[src/core/ebu_regs.svh]
// Constants of the external bus unit: decode, reset values, timing.
// Assumes inclusion by every file that uses them, by bare name.
`ifndef EBU_REGS_SVH
`define EBU_REGS_SVH

`define EBU_CS_BASE        8'h40
`define EBU_NUM_CS         3'h6
`define EBU_NO_CS          3'h7
`define EBU_WDOG_CLOCKS    8'h80
`define EBU_VEC_EXTERNAL   32'h4000_0000
`define EBU_VEC_INTERNAL   32'h0000_0000
`define EBU_RST_ENABLE     6'h01
`define EBU_RST_GPO        6'h1f
`define EBU_RST_WAIT_CS0   4'hf
`define EBU_RST_WAIT_CSN   4'h0
`define EBU_RST_WIDTH      2'h2

`endif

[src/core/ebu_pkg.sv]
// Types of the external bus unit.
// Assumes nothing of its surroundings.
package ebu_pkg;

  typedef enum logic [1:0] {
    EBU_W8_UPPER = 2'b00,
    EBU_W8_LOWER = 2'b01,
    EBU_W16      = 2'b10,
    EBU_W_RSVD   = 2'b11
  } ebu_width_t;

  typedef enum logic [1:0] {
    EBU_SZ_WORD = 2'b00,
    EBU_SZ_BYTE = 2'b01,
    EBU_SZ_HALF = 2'b10,
    EBU_SZ_RSVD = 2'b11
  } ebu_size_t;

  typedef enum logic [1:0] {
    EBU_ST_IDLE = 2'b00,
    EBU_ST_ADDR = 2'b01,
    EBU_ST_BEAT = 2'b10,
    EBU_ST_DONE = 2'b11
  } ebu_state_t;

endpackage

[src/core/ebu_top.sv]
// External bus unit: chip selects, bus sizing, boot source, watchdog.
// Assumes a core bus on clock_i and asynchronous external pins.
//
// Behaviour
// - 22-bit external address bus and 16-bit two-way data bus.
// - address low in reset; address and data hold last values when idle.
// - read/write pin high for read, low for write, high in reset.
// - upper lane enable low for upper lane, lower for lower; high in reset.
// - output enable low only during reads; high in reset.
// - six 16-Mbyte regions, top byte 40h to 45h select zero to five.
// - only lowest 4 Mbytes reachable; higher offsets wrap, software avoids them.
// - selects zero to four assert low, five asserts high on match.
// - after reset selects one-four drive high, five low, as outputs.
// - chip select zero resets to 15 wait states and 16-bit port.
// - boot select low: ROM off first cycle, select zero, vector 40000000h.
// - boot select high: ROM stays on, vector from address zero.
// - byte, halfword, word to 8- and 16-bit ports; misaligned refused.
// - port width per select; 8-bit port on upper or lower lane.
// - width 00 upper 8-bit, 01 lower 8-bit, 10 16-bit, 11 reserved.
// - word/8-bit four cycles, word/16-bit two, halfword/8-bit two.
// - low two address bits step for each following bus cycle.
// - bytes big-endian onto lanes; 16-bit even upper, odd lower.
// - size code 01 byte, 10 halfword, 00 word steers active lanes.
// - no acknowledge in 128 clocks ends access, then error acknowledge.
// - watchdog restarts after each access; unmapped accesses time out.
`timescale 1ns/1ns
`default_nettype none

module ebu_top
  import ebu_pkg::*;
(
  // Clock and reset.
  input  wire logic        clock_i,
  input  wire logic        rst_n_i,
  // Core request.
  input  wire logic        req_i,
  input  wire logic [31:0] addr_i,
  input  wire logic        write_i,
  input  wire ebu_size_t   size_i,
  input  wire logic [31:0] wdata_i,
  output logic             req_ready_o,
  // Core answer.
  output logic             ack_o,
  output logic             err_o,
  output logic [31:0]      rdata_o,
  // Chip select configuration.
  input  wire logic        cfg_load_i,
  input  wire logic [2:0]  cfg_sel_i,
  input  wire logic        cfg_enable_i,
  input  wire logic        cfg_gpo_i,
  input  wire ebu_width_t  cfg_width_i,
  input  wire logic [3:0]  cfg_wait_i,
  // Boot control.
  input  wire logic        boot_select_i,
  output logic             rom_enable_o,
  output logic [31:0]      reset_vector_o,
  // External bus pins.
  output logic [21:0]      ext_addr_o,
  input  wire logic [15:0] ext_data_i,
  output logic [15:0]      ext_data_o,
  output logic             ext_data_oe_o,
  input  wire logic        ext_ready_i,
  output logic             read_write_n_o,
  output logic             output_enable_n_o,
  output logic             upper_lane_enable_n_o,
  output logic             lower_lane_enable_n_o,
  output logic [4:0]       chip_select_n_o,
  output logic             chip_select_five_o
);

`include "ebu_regs.svh"

  ////////////////////////////////////////////////////////////////////////////
  // Helper functions.

  function automatic logic [2:0] cs_decode(input logic [31:0] a);
    logic [7:0] diff;
    diff = a[31:24] - `EBU_CS_BASE;
    if (a[31:24] >= `EBU_CS_BASE && diff < {5'h00, `EBU_NUM_CS}) begin
      cs_decode = diff[2:0];
    end else begin
      cs_decode = `EBU_NO_CS;
    end
  endfunction

  function automatic logic misaligned(input ebu_size_t s, input logic [1:0] a);
    unique case (s)
      EBU_SZ_BYTE: misaligned = 1'b0;
      EBU_SZ_HALF: misaligned = a[0];
      EBU_SZ_WORD: misaligned = |a;
      default:     misaligned = 1'b1;
    endcase
  endfunction

  function automatic logic [7:0] get_byte(input logic [31:0] w, input logic [1:0] i);
    get_byte = w[(5'd24 - {i, 3'b000}) +: 8];
  endfunction

  ////////////////////////////////////////////////////////////////////////////
  // Declarations.

  ebu_state_t  state;
  logic [5:0]  cs_enable;
  logic [5:0]  cs_gpo;
  ebu_width_t  cs_width [6];
  logic [3:0]  cs_wait  [6];
  logic        cur_mapped;
  logic [2:0]  cur_cs;
  logic        cur_write;
  ebu_size_t   cur_size;
  logic [1:0]  cur_addr_lo;
  logic [19:0] cur_addr_hi;
  logic [31:0] cur_wdata;
  logic [1:0]  beat;
  logic [3:0]  wait_count;
  logic        resp_err;
  logic [31:0] rdata;
  logic [21:0] addr_q;
  logic [15:0] data_q;
  logic        ready_s1;
  logic        ready_s2;
  logic [15:0] din_s1;
  logic [15:0] din_s2;
  logic        boot_s1;
  logic        boot_s2;
  logic        boot_select;
  logic        first_cycle;
  logic        accept;
  logic [2:0]  req_cs;
  logic        req_bad;
  logic        on_bus;
  logic        beat_done;
  logic        last_beat;
  logic        expire;
  ebu_width_t  cur_width;
  logic [3:0]  cur_wait;
  logic [2:0]  beats;
  logic [1:0]  ext_lo;
  logic        upper_en;
  logic        lower_en;
  logic [1:0]  upper_byte;
  logic [1:0]  lower_byte;
  logic [5:0]  cs_pin;

  ////////////////////////////////////////////////////////////////////////////
  // Request decode.

  assign req_ready_o = (state == EBU_ST_IDLE);
  assign accept      = req_i && req_ready_o;
  assign req_cs      = cs_decode(addr_i);
  assign req_bad     = (req_cs != `EBU_NO_CS) && (!cs_enable[req_cs]
                       || misaligned(size_i, addr_i[1:0])
                       || cs_width[req_cs] == EBU_W_RSVD);
  assign cur_width   = cur_mapped ? cs_width[cur_cs] : EBU_W16;
  assign cur_wait    = cur_mapped ? cs_wait[cur_cs] : 4'h0;
  assign on_bus      = (state == EBU_ST_BEAT) && cur_mapped;
  assign beat_done   = on_bus && (wait_count == cur_wait) && ready_s2;
  assign last_beat   = ({1'b0, beat} + 3'h1) == beats;

  ebu_lane_steer u_steer (
    .size_i       (cur_size),
    .addr_lo_i    (cur_addr_lo),
    .width_i      (cur_width),
    .beat_i       (beat),
    .beats_o      (beats),
    .ext_addr_o   (ext_lo),
    .upper_en_o   (upper_en),
    .lower_en_o   (lower_en),
    .upper_byte_o (upper_byte),
    .lower_byte_o (lower_byte)
  );

  ebu_watchdog u_wdog (
    .clock_i  (clock_i),
    .rst_n_i  (rst_n_i),
    .start_i  (accept),
    .stop_i   (state == EBU_ST_DONE),
    .expire_o (expire)
  );

  ////////////////////////////////////////////////////////////////////////////
  // Pin synchronisers.

  always_ff @(posedge clock_i) begin
    if (!rst_n_i) begin
      ready_s1 <= 1'b0;
      ready_s2 <= 1'b0;
      din_s1   <= 16'h0000;
      din_s2   <= 16'h0000;
      boot_s1  <= boot_select_i;
      boot_s2  <= boot_s1;
    end else begin
      ready_s1 <= ext_ready_i;
      ready_s2 <= ready_s1 && on_bus;
      din_s1   <= ext_data_i;
      din_s2   <= din_s1;
      boot_s1  <= boot_select_i;
      boot_s2  <= boot_s1;
    end
  end

  ////////////////////////////////////////////////////////////////////////////
  // Boot source.

  always_ff @(posedge clock_i) begin
    if (!rst_n_i) begin
      boot_select <= boot_s2;
      first_cycle <= 1'b1;
    end else begin
      first_cycle <= 1'b0;
    end
  end

  assign rom_enable_o   = !(first_cycle && !boot_select);
  assign reset_vector_o = boot_select ? `EBU_VEC_INTERNAL : `EBU_VEC_EXTERNAL;

  ////////////////////////////////////////////////////////////////////////////
  // Chip select configuration.

  always_ff @(posedge clock_i) begin
    if (!rst_n_i) begin
      cs_enable <= `EBU_RST_ENABLE;
      cs_gpo    <= `EBU_RST_GPO;
      for (int i = 0; i < 6; i++) begin
        cs_width[i] <= ebu_width_t'(`EBU_RST_WIDTH);
        cs_wait[i]  <= (i == 0) ? `EBU_RST_WAIT_CS0 : `EBU_RST_WAIT_CSN;
      end
    end else if (cfg_load_i && cfg_sel_i < `EBU_NUM_CS) begin
      cs_enable[cfg_sel_i] <= cfg_enable_i;
      cs_gpo[cfg_sel_i]    <= cfg_gpo_i;
      cs_width[cfg_sel_i]  <= cfg_width_i;
      cs_wait[cfg_sel_i]   <= cfg_wait_i;
    end
  end

  ////////////////////////////////////////////////////////////////////////////
  // Transfer sequencer.

  always_ff @(posedge clock_i) begin
    if (!rst_n_i) begin
      state      <= EBU_ST_IDLE;
      beat       <= 2'h0;
      wait_count <= 4'h0;
      resp_err   <= 1'b0;
    end else begin
      unique case (state)
        EBU_ST_IDLE: begin
          if (accept) begin
            beat       <= 2'h0;
            wait_count <= 4'h0;
            resp_err   <= req_bad;
            state      <= req_bad ? EBU_ST_DONE : EBU_ST_ADDR;
          end
        end
        EBU_ST_ADDR: begin
          state <= EBU_ST_BEAT;
        end
        EBU_ST_BEAT: begin
          if (expire) begin
            resp_err <= 1'b1;
            state    <= EBU_ST_DONE;
          end else if (beat_done) begin
            wait_count <= 4'h0;
            if (last_beat) begin
              state <= EBU_ST_DONE;
            end else begin
              beat  <= beat + 2'h1;
              state <= EBU_ST_ADDR;
            end
          end else if (on_bus && wait_count != cur_wait) begin
            wait_count <= wait_count + 4'h1;
          end
        end
        EBU_ST_DONE: begin
          state <= EBU_ST_IDLE;
        end
      endcase
      if (expire && state != EBU_ST_BEAT) begin
        resp_err <= 1'b1;
        state    <= EBU_ST_DONE;
      end
    end
  end

  always_ff @(posedge clock_i) begin
    if (!rst_n_i) begin
      cur_mapped  <= 1'b0;
      cur_cs      <= `EBU_NO_CS;
      cur_write   <= 1'b0;
      cur_size    <= EBU_SZ_WORD;
      cur_addr_lo <= 2'h0;
      cur_addr_hi <= 20'h00000;
      cur_wdata   <= 32'h0000_0000;
    end else if (accept) begin
      cur_mapped  <= (req_cs != `EBU_NO_CS);
      cur_cs      <= req_cs;
      cur_write   <= write_i;
      cur_size    <= size_i;
      cur_addr_lo <= addr_i[1:0];
      cur_addr_hi <= addr_i[21:2];
      cur_wdata   <= wdata_i;
    end
  end

  ////////////////////////////////////////////////////////////////////////////
  // Address and data pins, held between accesses.

  always_ff @(posedge clock_i) begin
    if (!rst_n_i) begin
      addr_q <= 22'h000000;
    end else if (state == EBU_ST_ADDR && cur_mapped) begin
      addr_q <= {cur_addr_hi, ext_lo};
    end
  end

  always_ff @(posedge clock_i) begin
    if (!rst_n_i) begin
      data_q <= 16'h0000;
    end else if (state == EBU_ST_ADDR && cur_mapped && cur_write) begin
      if (upper_en) begin
        data_q[15:8] <= get_byte(cur_wdata, upper_byte);
      end
      if (lower_en) begin
        data_q[7:0] <= get_byte(cur_wdata, lower_byte);
      end
    end
  end

  assign ext_addr_o    = addr_q;
  assign ext_data_o    = data_q;
  assign ext_data_oe_o = on_bus && cur_write;

  ////////////////////////////////////////////////////////////////////////////
  // Read data assembly and answer.

  always_ff @(posedge clock_i) begin
    if (!rst_n_i) begin
      rdata <= 32'h0000_0000;
    end else if (beat_done && !cur_write) begin
      if (upper_en) begin
        rdata[(5'd24 - {upper_byte, 3'b000}) +: 8] <= din_s2[15:8];
      end
      if (lower_en) begin
        rdata[(5'd24 - {lower_byte, 3'b000}) +: 8] <= din_s2[7:0];
      end
    end
  end

  assign rdata_o = rdata;
  assign ack_o   = (state == EBU_ST_DONE) && !resp_err;
  assign err_o   = (state == EBU_ST_DONE) && resp_err;

  ////////////////////////////////////////////////////////////////////////////
  // Strobes and chip selects.

  assign read_write_n_o        = !(on_bus && cur_write);
  assign output_enable_n_o     = !(on_bus && !cur_write);
  assign upper_lane_enable_n_o = !(on_bus && upper_en);
  assign lower_lane_enable_n_o = !(on_bus && lower_en);

  always_comb begin
    for (int i = 0; i < 6; i++) begin
      if (!cs_enable[i]) begin
        cs_pin[i] = cs_gpo[i];
      end else if (i == 5) begin
        cs_pin[i] = on_bus && cur_cs == 3'(i);
      end else begin
        cs_pin[i] = !((on_bus && cur_cs == 3'(i))
                      || (i == 0 && first_cycle && !boot_select));
      end
    end
  end

  assign chip_select_n_o    = cs_pin[4:0];
  assign chip_select_five_o = cs_pin[5];

endmodule

`default_nettype wire

[src/core/ebu_lane_steer.sv]
// Lane steering of one bus cycle: lanes, bytes and low address bits.
// Assumes registered inputs from the bus unit on the same clock.
`timescale 1ns/1ns
`default_nettype none

module ebu_lane_steer
  import ebu_pkg::*;
(
  // Transfer description.
  input  wire ebu_size_t  size_i,
  input  wire logic [1:0] addr_lo_i,
  input  wire ebu_width_t width_i,
  input  wire logic [1:0] beat_i,
  // Steering of the current beat.
  output logic [2:0]      beats_o,
  output logic [1:0]      ext_addr_o,
  output logic            upper_en_o,
  output logic            lower_en_o,
  output logic [1:0]      upper_byte_o,
  output logic [1:0]      lower_byte_o
);

  logic [1:0] offset;

  always_comb begin
    // Each beat steps the low address by the port width.
    if (width_i == EBU_W16) begin
      offset = addr_lo_i + {beat_i[0], 1'b0};
    end else begin
      offset = addr_lo_i + beat_i;
    end
    ext_addr_o = offset;
    unique case (size_i)
      EBU_SZ_BYTE: beats_o = 3'h1;
      EBU_SZ_HALF: beats_o = (width_i == EBU_W16) ? 3'h1 : 3'h2;
      default:     beats_o = (width_i == EBU_W16) ? 3'h2 : 3'h4;
    endcase
    // Big-endian: byte 0 is internal bits 31 to 24.
    if (width_i == EBU_W16) begin
      if (size_i == EBU_SZ_BYTE) begin
        upper_en_o   = ~offset[0];
        lower_en_o   = offset[0];
        upper_byte_o = offset;
        lower_byte_o = offset;
      end else begin
        upper_en_o   = 1'b1;
        lower_en_o   = 1'b1;
        upper_byte_o = {offset[1], 1'b0};
        lower_byte_o = {offset[1], 1'b1};
      end
    end else begin
      upper_en_o   = (width_i == EBU_W8_UPPER);
      lower_en_o   = (width_i == EBU_W8_LOWER);
      upper_byte_o = offset;
      lower_byte_o = offset;
    end
  end

endmodule

`default_nettype wire

[src/core/ebu_watchdog.sv]
// Bus watchdog: counts clocks of an access and flags a hung one.
// Assumes start and stop pulses from the bus unit on the same clock.
`timescale 1ns/1ns
`default_nettype none

module ebu_watchdog
(
  // Clock and reset.
  input  wire logic clock_i,
  input  wire logic rst_n_i,
  // Access tracking.
  input  wire logic start_i,
  input  wire logic stop_i,
  output logic      expire_o
);

`include "ebu_regs.svh"

  logic       running;
  logic [7:0] count;

  always_ff @(posedge clock_i) begin
    if (!rst_n_i) begin
      running <= 1'b0;
      count   <= 8'h00;
    end else if (start_i) begin
      running <= 1'b1;
      count   <= 8'h01;
    end else if (stop_i || expire_o) begin
      running <= 1'b0;
      count   <= 8'h00;
    end else if (running) begin
      count <= count + 8'h01;
    end
  end

  // The access started one clock before count is one.
  assign expire_o = running && (count == `EBU_WDOG_CLOCKS) && !stop_i;

endmodule

`default_nettype wire

[config.mk]
export PLATFORM = sky130hd
export DESIGN_NAME = ebu_top
export DESIGN_NICKNAME = d
export VERILOG_FILES = /design/src/core/ebu_pkg.sv /design/src/core/ebu_top.sv /design/src/core/ebu_lane_steer.sv /design/src/core/ebu_watchdog.sv
export VERILOG_INCLUDE_DIRS = /design/src /design/src/core
export SDC_FILE = /design/constraint.sdc
export NUM_CORES = 1
export LEC_CHECK = 0
export BUFFER_PORTS_ARGS = -buffer_cell sky130_fd_sc_hd__buf_2
export CORE_AREA = 2 2 152 154
export DETAILED_ROUTE_END_ITERATION = 6
export DIE_AREA = 0 0 154 156
export MAX_ROUTING_LAYER = met4
export PLACE_DENSITY = 0.74
export SYNTH_ARGS = -nofsm -noshare
export SYNTH_HDL_FRONTEND = slang
export SYNTH_SLANG_ARGS = --single-unit
export TNS_END_PERCENT = 30
[constraint.sdc]
create_clock -name clock_i -period 3.6 [get_ports clock_i]
set_input_delay 0.54 -clock clock_i [delete_from_list [all_inputs] [get_ports clock_i]]
set_output_delay 0.54 -clock clock_i [all_outputs]
set_load 0.05 [all_outputs]
Word level (Yosys, flattened, before mapping)
Memory sizes are Yosys's and may differ from the RTL's. A register that Yosys moved wholly into a read port is not among the register bits.
Index checks and enable logic that the tools add are counted.

word-level totals
  output and inout port bits = 117
  memories = 2
  bits in registers = 199
  bits of input ports = 100
  memory bits (writable) = 36

memory list
  memory    words  width  read ports  clocked after Yosys merged registers in  write ports  RTL line        RTL
  cs_wait   6      4      1           1                                        6            ebu_top.sv:106  logic [3:0] cs_wait [6];
  cs_width  6      2      2           1                                        6            ebu_top.sv:105  ebu_width_t cs_width [6];

cells by class
  bitwise gates (word level) = 2
  reductions and logical operators = 66
  $lt $le $gt $ge = 6
  muxes and demuxes = 75
  add/sub/neg operators = 11
  shifts and indexed selects = 6
  equal/unequal tests = 29

operator list
  operator                count
  $mux 32                 4
  $bwmux 32               2
  $shift 8x7->32 const A  2
  $shiftx 32x6->8         2
  $shiftx 8x7->32         2
  $mux 31                 1
  $mux 1                  30
  $logic_and 1x1->1       29
  $mux 2                  14
  $mux 3                  8
  $mux 4                  6
  $logic_not 1->1         15
  $neg 5->7               2
  $bwmux 6                2
  $eq 2x2->1 const B      6
  $sub 5x5->5 const A     2
  $add 8x1->8 const B     1
  $eq 2x1->1 const B      4
  $eq 8x8->1 const B      1
  $ge 8x7->1 const B      1
  $lt 3x4->1 const B      2
  $lt 8x3->1 const B      1
  $ne 2x2->1 const B      4
  $pmux 2 s4              1
  38 further kinds        53

Depth between registers and ports, before layout
Gate-level depths: netlist (run 1).

  word-level depth = 14
  gate-level depth with buffers = 15
  gate-level depth less buffers = 12

By module
From an unflattened synthesis (run 1), not the netlist that was laid out.

second synthesis, totals
  cells, all modules = 1,191
  area, all modules = 11,023.1 um2

modules (own cells, without submodules)
  module          cells each  instances  area an instance (um2)
  ebu_top         1,113       1          10,348.7
  ebu_watchdog    49          1          476.7
  ebu_lane_steer  29          1          197.7

Least setup slack after synthesis (run 1)
No wires, ideal clock.

  kind = reg2reg
  start = register (tool-made name)
  end = register rdata[31] (netlist: rdata_o[31])
  buffers on the path = 1
  clock period less this slack = 3.601 ns
  cell stages (with the launch flop) = 12
  path slack = -0.001 ns
  data arrival time = 3.530 ns
  path through = dfxtp_1 mux4_1 mux2_2 o21a_4 mux2i_4 xnor2_4 buf_6 ha_1 or3_1 a2111oi_4 a22oi_1 o2bb2ai_1

RTL lines
  item                           RTL line        RTL
  end signal, assigned by index  ebu_top.sv:341  rdata[(5'd24 - {upper_byte, 3'b000}) +: 8] <= din_s2[15:8];
  end signal, assigned by index  ebu_top.sv:344  rdata[(5'd24 - {lower_byte, 3'b000}) +: 8] <= din_s2[7:0];
  end, declared                  ebu_top.sv:117  logic [31:0] rdata;

==> results of run 1 <==
[cells in the final DEF, fill, tap and decap left out, types with 9 or more instances in the layout]
cell / Yosys / layout
dfxtp_1: 201 / 200
clkbuf_16: 0 / 28
buf_2: 4 / 183
clkbuf_8: 0 / 9
buf_4: 32 / 27
mux4_2: 22 / 22
nor2_1: 68 / 68
a211oi_1: 15 / 15
nand2_1: 216 / 215
edfxtp_1: 49 / 49
nand2b_1: 12 / 12
o21ai_0: 12 / 12
a22o_1: 24 / 24
conb_1: 1 / 43
and2_1: 41 / 40
a22oi_1: 33 / 33
inv_1: 27 / 26
ha_1: 17 / 17
o2bb2ai_1: 22 / 22
a21oi_1: 101 / 99
nand3_1: 30 / 30
[critical path: cells and delay by family (launching register included)]
kind	cells	cell delay, ns
muxes	3	1.11
AOI/OAI and AO/OA	4	0.70
and+or+nand+nor	1	0.44
DFF	1	0.39
adders and majority gates	1	0.33
buffers and inverters	1	0.21
xor gates and xnor gates	1	0.16
[cell families after synthesis]
family	Yosys count	synth area share
AND/OR/NAND/NOR	422	0.1798
AO/OA/AOI/OAI	252	0.1571
buffers and inverters	121	0.05648
adder cells (fa/ha/maj)	17	0.01940
XOR/XNOR	14	0.01289
flip-flops	250	0.5011
multiplexers	42	0.07280
other	1	0.0003420
[stage by stage]
step	util	hold slack, ns	setup slack [ns]	power [mW]	cells
finish	0.5817	0.1159	0.1767	6.542	1615
global route	0.5817	0.09892	0.005569	6.779	1615
CTS	0.5812	0.09819	0.02857	6.585	1614
detailed placement	0.5410	0.3388	-0.03662	3.870	1565
global placement	0.5410	0.3115	0.03609	3.852	1565
floorplan	-	0.3096	0.08046	3.671	1161
[timing repair]
item,in CTS,in global routing
setup endpoints to repair,9,30
gates resized for setup,2,4
buffers inserted,0,0
pin swaps,0,0
cloned,0,0
[layer usage]
layer  track usage  wire length (µm)
met4       0.06008               416
met2        0.3782             13050
met3       0.03222              1788
met1        0.2869             11730
met5             -                 0
[state kept, by name (all words and copies together), names as in the netlist, 4 cells and up, named ones only]
signal,cells
cs_width,16
din_s1,16
cur_addr_hi,20
ext_data_o,16
ext_addr_o,22
cs_enable,6
cur_wdata,32
wait_count,4
cs_gpo,6
rdata_o,32
u_wdog.count,8
cs_wait,32
din_s2,16
[cell type report]
| type | instances | area share |
|---|---|---|
| clock buffer | 41 | 0.06454 |
| tap | 285 | 0.02741 |
| multi-input combinational | 790 | 0.3864 |
| inverter | 30 | 0.008945 |
| sequential | 250 | 0.4225 |
| clock inverter | 8 | 0.004040 |
| timing repair buffer | 210 | 0.08599 |
| antenna | 1 | 0.0001924 |
[worst max path at each step]
stage | start | endpoint | cells after the start
after CTS | flip-flop | rdata_o[5] | 13
after global placement | flip-flop | rdata_o[21] | 12
after detailed placement | flip-flop | rdata_o[19] | 12
after floorplan | flip-flop | rdata_o[31] | 11
after global routing | flip-flop | rdata_o[27] | 12
final | flip-flop | rdata_o[25] | 11
[report_power, final]
part           leakage (nW)  internal, mW  total, mW  switching (mW)
registers              2.12          2.98       3.06          0.0846
logic                  2.74         0.275      0.761           0.486
clock network         0.445          1.61       2.72            1.11
==> flow_summary.toml, run 1 <==
[status]
run_status = "completed"

[clocking]
clock_path_buffers = 3
ctsHoldBuffers = 0
cts_sinks = 250
clkTransAtPathRegs_ns = 0.06
root_buffer = "clkbuf_16"
cts_max_level = 1
cts_tree = "built"
cts_made_buffers = 27
insertion_delay_ns = 0.53

[synth]
synth-edff-count = 49
ys_ff_latch = 250
syn_area_um2 = 10970
synth.distinct_cells = 72
syn_avg_cell_area_um2 = 9.799
synth_most_common_cell = "nand2_1"
synthFlopType = "dfxtp_1"
synth_top_cell_area_share = 0.3670
ys_seq_area_frac = 0.5011
synth_area_leaders = "dfxtp_1 37%, edfxtp_1 13%, nand2_1 7.4%"
yosysTopAreaCell = "dfxtp_1"
synth_common_cells = "216 x nand2_1, 201 x dfxtp_1, 101 x a21oi_1"
synth_cells = 1119
yosysWarnings = 0
async_flop_share = 0

[hold_path]
min_path_cells = 1
holdCritStartpoint = "boot_select_i"
min_path_type = "in2reg"
worst_hold_path.endpoint = "boot_s1"

[cells_and_area]
fillerInstances = 1963
nets = 1426
syn_to_final_growth_pct = 18.63
layout-drive-gt1-share = 0.2385
seq_area_um2 = 5497
multi_input_area_um2 = 5026
fin_area_um2 = 13010

[grt]
grt_overflow_total = 0
antenna_found_initial = 1
track_usage = 0.2250
grt_max_degree = 56
grt_pass1_vias = 8352
grt_pass1_wl_um = 42790

[routing]
wl_um = 26980
wl_per_cell_um = 16.70
drt_iter0_markers = 476
drc = 0
ant_nets = 0
num_vias = 8816
firstDrtPassIters = 5
routed_via_density = 5.459

[timing]
setup_viol_count_final = 0
period_minus_slack_ns = 3.423
setup_tns_ns = 0
clock_skew_ns = 0.01079
maxSlewViolCount = 0
hold_viol = 0
slew_headroom = 0.3517
fin_crit_sh = 0.9509
timing.fmax_ghz = 0.2921
worst_pin_slew_ns = 0.9635
grt_setup_unrepaired = "false"

[worst_setup_path]
cp.arrival_ns = 3.87
rr_worst_depth = 11
r2r-end = "rdata_o[25]"
slowest_stage = "mux4_1"
cp.required_ns = 4.05
worstSetupPathType = "reg2reg"
path_max_fanout = 8
crit_path_max_incr_delay_ns = 0.57
crit_chain = "mux4_1 -> mux2_4 -> o21a_4 -> mux2i_4 -> xnor2_4 -> ha_1 -> or3_1 -> a2111oi_4 -> buf_4 -> a22oi_1 -> o2bb2ai_1"
r2r_slack_ns = 0.18
crit_path_start_kind = "flip-flop"
cp-end-kind = "flip-flop"

[placement]
dp_hpwl_um = 19140
gp_congestion = 0.8354
portBuffers = 183
place_area_um2 = 12100

[floorplanning]
fp.dieW_um = 154
die-area_um2 = 24020
initial_core_util = 0.4903
die_height_um = 156
ios = 217
core_area_um2 = 22370
rows = 55

[job]
maxCapViolCount = 0

[power_and_ir_drop]
ir_drop_v = 0.0002982
p_per_area_nw_per_um2 = 502.9
power.leakage_nw = 5.304
(Power assumes the default switching activity.)
==> run 2: changes to the inputs <==
Settings changed: BUFFER_PORTS_ARGS -buffer_cell sky130_fd_sc_hd__buf_2 to not set, CORE_AREA 2 2 152 154 to 2 2 146 148, CTS_BUF_LIST set to sky130_fd_sc_hd__clkbuf_16, DIE_AREA 0 0 154 156 to 0 0 148 150, DONT_BUFFER_PORTS set to 1, PLACE_DENSITY 0.74 to 0.7.
==> run 2 against run 1 <==
Global-route usage up 0.35 points. Power increased by 0.24%. First-iteration DRC count up 4.0%. Clock power up 4%. Register-to-register slack got worse by 0.03 ns. Die area shrank 7.6%. Cell count down 12%. Sequential power barely moved. Flip-flop and latch count is the same. Clock-buffer cell count fell by 10. Worst setup slack got worse by 0.045 ns. Critical path type is now reg2out. Critical endpoint is now lower_lane_enable_n_o. Largest power group unchanged. Highest routed layer unchanged.
==> flow_summary.toml, run 2 (same netlist as run 1, synthesis figures left out) <==
[power_and_ir_drop]
ir_drop_v = 0.0003755
power.leakage_nw = 4.516
p_per_area_nw_per_um2 = 539.7

[floorplanning]
initial_core_util = 0.5300
ios = 217
die-area_um2 = 22200
core_area_um2 = 20690
rows = 53
fp.dieW_um = 148
die_height_um = 150

[cells_and_area]
layout_commonest_cell = "nand2_1"
nets = 1247
layout-drive-gt1-share = 0.1201
fin_area_um2 = 12150
syn_to_final_growth_pct = 10.81
layout_common_cells = "215 x nand2_1, 200 x dfxtp_1, 101 x a21oi_1, 68 x nor2_1, 49 x edfxtp_1"

[routing]
firstDrtPassIters = 5
drc = 0
wl_met1_um = 10820
route.met3.wl_um = 1722
num_vias = 8072
drt_iter0_markers = 495
ant_nets = 0
routed-wl-met2_um = 12240
wl_per_cell_um = 17.80
wl_um = 25380
routed_via_density = 5.661
highest_layer = "met4"

[worst_setup_path]
cp.required_ns = 3.06
cp_top_family = "multiplexers"
cp_num_buf_inv = 1
crit_path_start_kind = "flip-flop"
crit_chain = "mux4_1 -> mux2_4 -> o21a_4 -> o21ai_1 -> nand2_1 -> buf_4"
worstSetupPathType = "reg2out"
r2r_slack_ns = 0.15
path_max_fanout = 6
crit_path_max_incr_delay_ns = 0.56
cp.arrival_ns = 2.93
slowest_stage = "mux4_1"
cp-end-kind = "output port"

[timing]
grt_setup_unrepaired = "false"
period_minus_slack_ns = 3.469
hold-worst-slack_ns = 0.03390
maxSlewViolCount = 0
clock_skew_ns = 0.01050
hold_viol = 0
setup_viol_count_final = 0
worst_pin_slew_ns = 0.9979
slew_headroom = 0.3303
fin_crit_sh = 0.9635
timing.fmax_ghz = 0.2883
fin_ws_ns = 0.1314

[clocking]
root_buffer = "clkbuf_16"
cts_made_buffers = 26
clock_path_buffers = 3
clkTransAtPathRegs_ns = 0.06
cts_tree = "built"
cts_sinks = 250
cts_max_level = 1
insertion_delay_ns = 0.53

[grt]
grt_pass1_wl_um = 39940
grt_overflow_total = 0
grt_pass1_vias = 7619
antenna_found_initial = 1
track_usage = 0.2285
grt_max_degree = 66

[placement]
post-place-ws_ns = -0.07233
portBuffers = 0
dp_hpwl_um = 18150
gp_congestion = 0.8564
place_area_um2 = 11190

[hold_path]
min_path_type = "in2reg"
holdCritStartpoint = "boot_select_i"

[job]
maxCapViolCount = 0

[status]
run_status = "completed"
run 2: per-stage QoR:
step / power, mW / setup TNS [ns] / instances / util
after floorplan: 3.671 / 0 / 1161 / -
after global placement: 3.769 / 0 / 1374 / 0.5406
after detailed placement: 3.787 / -0.1443 / 1374 / 0.5406
after CTS: 6.602 / 0 / 1422 / 0.5858
after global routing: 6.796 / 0 / 1425 / 0.5871
final: 6.558 / 0 / 1426 / 0.5873
run 2: power by group:
group	total (mW)	internal (mW)	switching, mW
clock network	2.82	1.69	1.13
logic	0.673	0.240	0.434
registers	3.07	2.98	0.0928
total	6.56	4.90	1.65
run 2: area by class of cell:
type                            instances  area [µm²]
Timing Repair Buffer                   32       247.7
Clock inverter                         16       143.9
Clock buffer                           31       775.7
Fill cell                            1787        8539
Multi-Input combinational cell        790        5019
Tap cell                              275       344.1
Sequential cell                       250        5499
Antenna cell                            2       5.005
Inverter                               30       116.4
run 2: timing repair:
item	CTS	global route
gates resized for setup	4	3
endpoints found under the setup margin	18	22
pin swaps	1	2
setup buffers	1	2
hold buffers	0	0
run 2: per-layer routing:
metal  GRT usage  vias to the layer above
met1      0.2920                     3849
li1            -                     3925
met5           -                        -
met2      0.3644                      251
met4     0.06333                        0
met3     0.05640                       47
run 2: path summary, 6_finish.rpt:
path	end	cells after the start
worst max-delay path	lower_lane_enable_n_o	6
worst min-delay path	boot_s1	0
worst max register to register	rdata_o[27]	11
worst min register to register	boot_s2	0
==> run 3: changes to the inputs <==
Settings changed: PLACE_DENSITY 0.7 to 0.67.
Clock period 3.6 ns to 3.8 ns, I/O delays scaled along.
==> run 3 against run 2 <==
First-iteration DRC count is 8.1% lower. Utilization shrank 0.70 points. Hold slack better by 0.032 ns. Via count decreased by 2.0%. Clock skew is 0.0011 ns lower. Critical endpoint is now rdata_o[25]. Combinational power decreased by 7.4%.
==> flow_summary.toml, run 3 (same netlist as run 1, synthesis figures left out) <==
[floorplanning]
initial_core_util = 0.5300
rows = 53
fp.dieW_um = 148
ios = 217
die-area_um2 = 22200
core_area_um2 = 20690
die_height_um = 150

[grt]
met3_usage = 0.05335
met1_usage = 0.2895
grt_pass1_wl_um = 39690
grt_pass1_vias = 7435
grt_overflow_total = 0
antenna_found_initial = 1
track_usage = 0.2291
grt_use_met2 = 0.3750
grt_max_degree = 74
top_usage_layer = "met2"

[cells_and_area]
fillerInstances = 1828
nets = 1241
layout_commonest_cell = "nand2_1"
layout-drive-gt1-share = 0.1093
syn_to_final_growth_pct = 9.493
finalNonFillerCells = 1420
layout_common_cells = "215 x nand2_1, 200 x dfxtp_1, 101 x a21oi_1, 68 x nor2_1, 49 x edfxtp_1"

[worst_setup_path]
cp.required_ns = 4.26
worstSetupPathType = "reg2reg"
path_max_fanout = 8
crit_path_start_kind = "flip-flop"
cp-end-kind = "flip-flop"
r2r_slack_ns = 0.20
cp.arrival_ns = 4.06

[placement]
dp_cells = 1370
portBuffers = 0
gp_congestion = 0.8654
dp_hpwl_um = 18170

[power_and_ir_drop]
p_int_mw = 4.467
power.leakage_nw = 4.428
seqPwrFrac = 0.484
power_switching_share = 0.2572
ir_drop_v = 0.0003581
clkPwrFrac = 0.413
p_per_area_nw_per_um2 = 500.8
switchingPower_mw = 1.546
share_comb_of_total_power = 0.104

[routing]
firstDrtPassIters = 5
drt_iter0_markers = 455
num_vias = 7911
drc = 0
routed_via_density = 5.571
ant_nets = 0
wl_um = 25480
wl_per_cell_um = 17.94

[clocking]
cts_made_buffers = 27
cts_sinks = 250
postCtsSetupRepairBufs = 0
cts_tree = "built"
clkTransAtPathRegs_ns = 0.06
clock_path_buffers = 3
cts_max_level = 1
cts_resized = 0
ctsHoldBuffers = 0
insertion_delay_ns = 0.53
root_buffer = "clkbuf_16"

[timing]
grt_setup_unrepaired = "false"
slew_headroom = 0.2948
maxSlewViolCount = 0
period_minus_slack_ns = 3.600
timing.fmax_ghz = 0.2777
setup_viol_count_final = 0
setup_tns_ns = 0
worst_pin_slew_ns = 1.061
fin_crit_sh = 0.9475
hold_viol = 0
clock_skew_ns = 0.009368

[status]
run_status = "completed"

[job]
maxCapViolCount = 0

[hold_path]
holdCritStartpoint = "boot_select_i"
min_path_type = "in2reg"
## run 3: final timing paths
kind,endpoint,cells past startpoint
setup / recovery,rdata_o[25],11
hold / removal,boot_s1,0
setup reg to reg,rdata_o[25],11
hold reg to reg,boot_s2,0
## run 3: per-stage QoR
stage / utilization / total power [mW] / hold slack [ns] / instance area, µm² / worst slack, ns
2_1_floorplan: - / 3.478 / 0.3096 / 11120 / 0.1994
3_3_place_gp: 0.5392 / 3.573 / 0.3183 / 11160 / 0.2217
6_report: 0.5803 / 6.013 / 0.06595 / 12010 / 0.1996
5_1_grt: 0.5803 / 6.253 / 0.04854 / 12010 / 0.03471
4_1_cts: 0.5801 / 6.054 / 0.05218 / 12000 / 0.1165
3_5_place_dp: 0.5392 / 3.588 / 0.3257 / 11160 / 0.1577
## run 3: layer usage
metal | vias to the layer above | part of all wire
met1 | 3766 | 0.43
met3 | 38 | 0.068
met5 | - | 0
met2 | 208 | 0.48
li1 | 3899 | -
met4 | 0 | 0.020
## run 3: final cells by class
| class | instances | area, µm² | share of cell area |
|---|---|---|---|
| Timing Repair Buffer | 25 | 187.7 | 0.01563 |
| Sequential cell | 250 | 5497 | 0.4578 |
| Clock buffer | 27 | 675.6 | 0.05627 |
| Tap cell | 275 | 344.1 | 0.02866 |
| Antenna cell | 1 | 2.502 | 0.0002084 |
| Multi-Input combinational cell | 790 | 5012 | 0.4175 |
| Inverter | 30 | 116.4 | 0.009692 |
| Clock inverter | 22 | 171.4 | 0.01428 |
## run 3: critical path: stages (launching register included)
cell and delay (ns):
dfxtp_2 0.39, mux4_1 0.56, mux2_2 0.36, o21a_4 0.28
mux2i_4 0.21, xnor2_4 0.25, ha_1 0.30, or3_1 0.42
a2111oi_4 0.28, buf_4 0.22, a22oi_1 0.09, o2bb2ai_1 0.16
## run 3: power groups by stage
stage,clock (mW),sequential [mW],combinational [mW]
2_1_floorplan,0,2.93,0.551
3_3_place_gp,0,2.96,0.612
3_5_place_dp,0,2.96,0.623
4_1_cts,2.52,2.91,0.625
5_1_grt,2.65,2.92,0.686
6_report,2.48,2.91,0.623
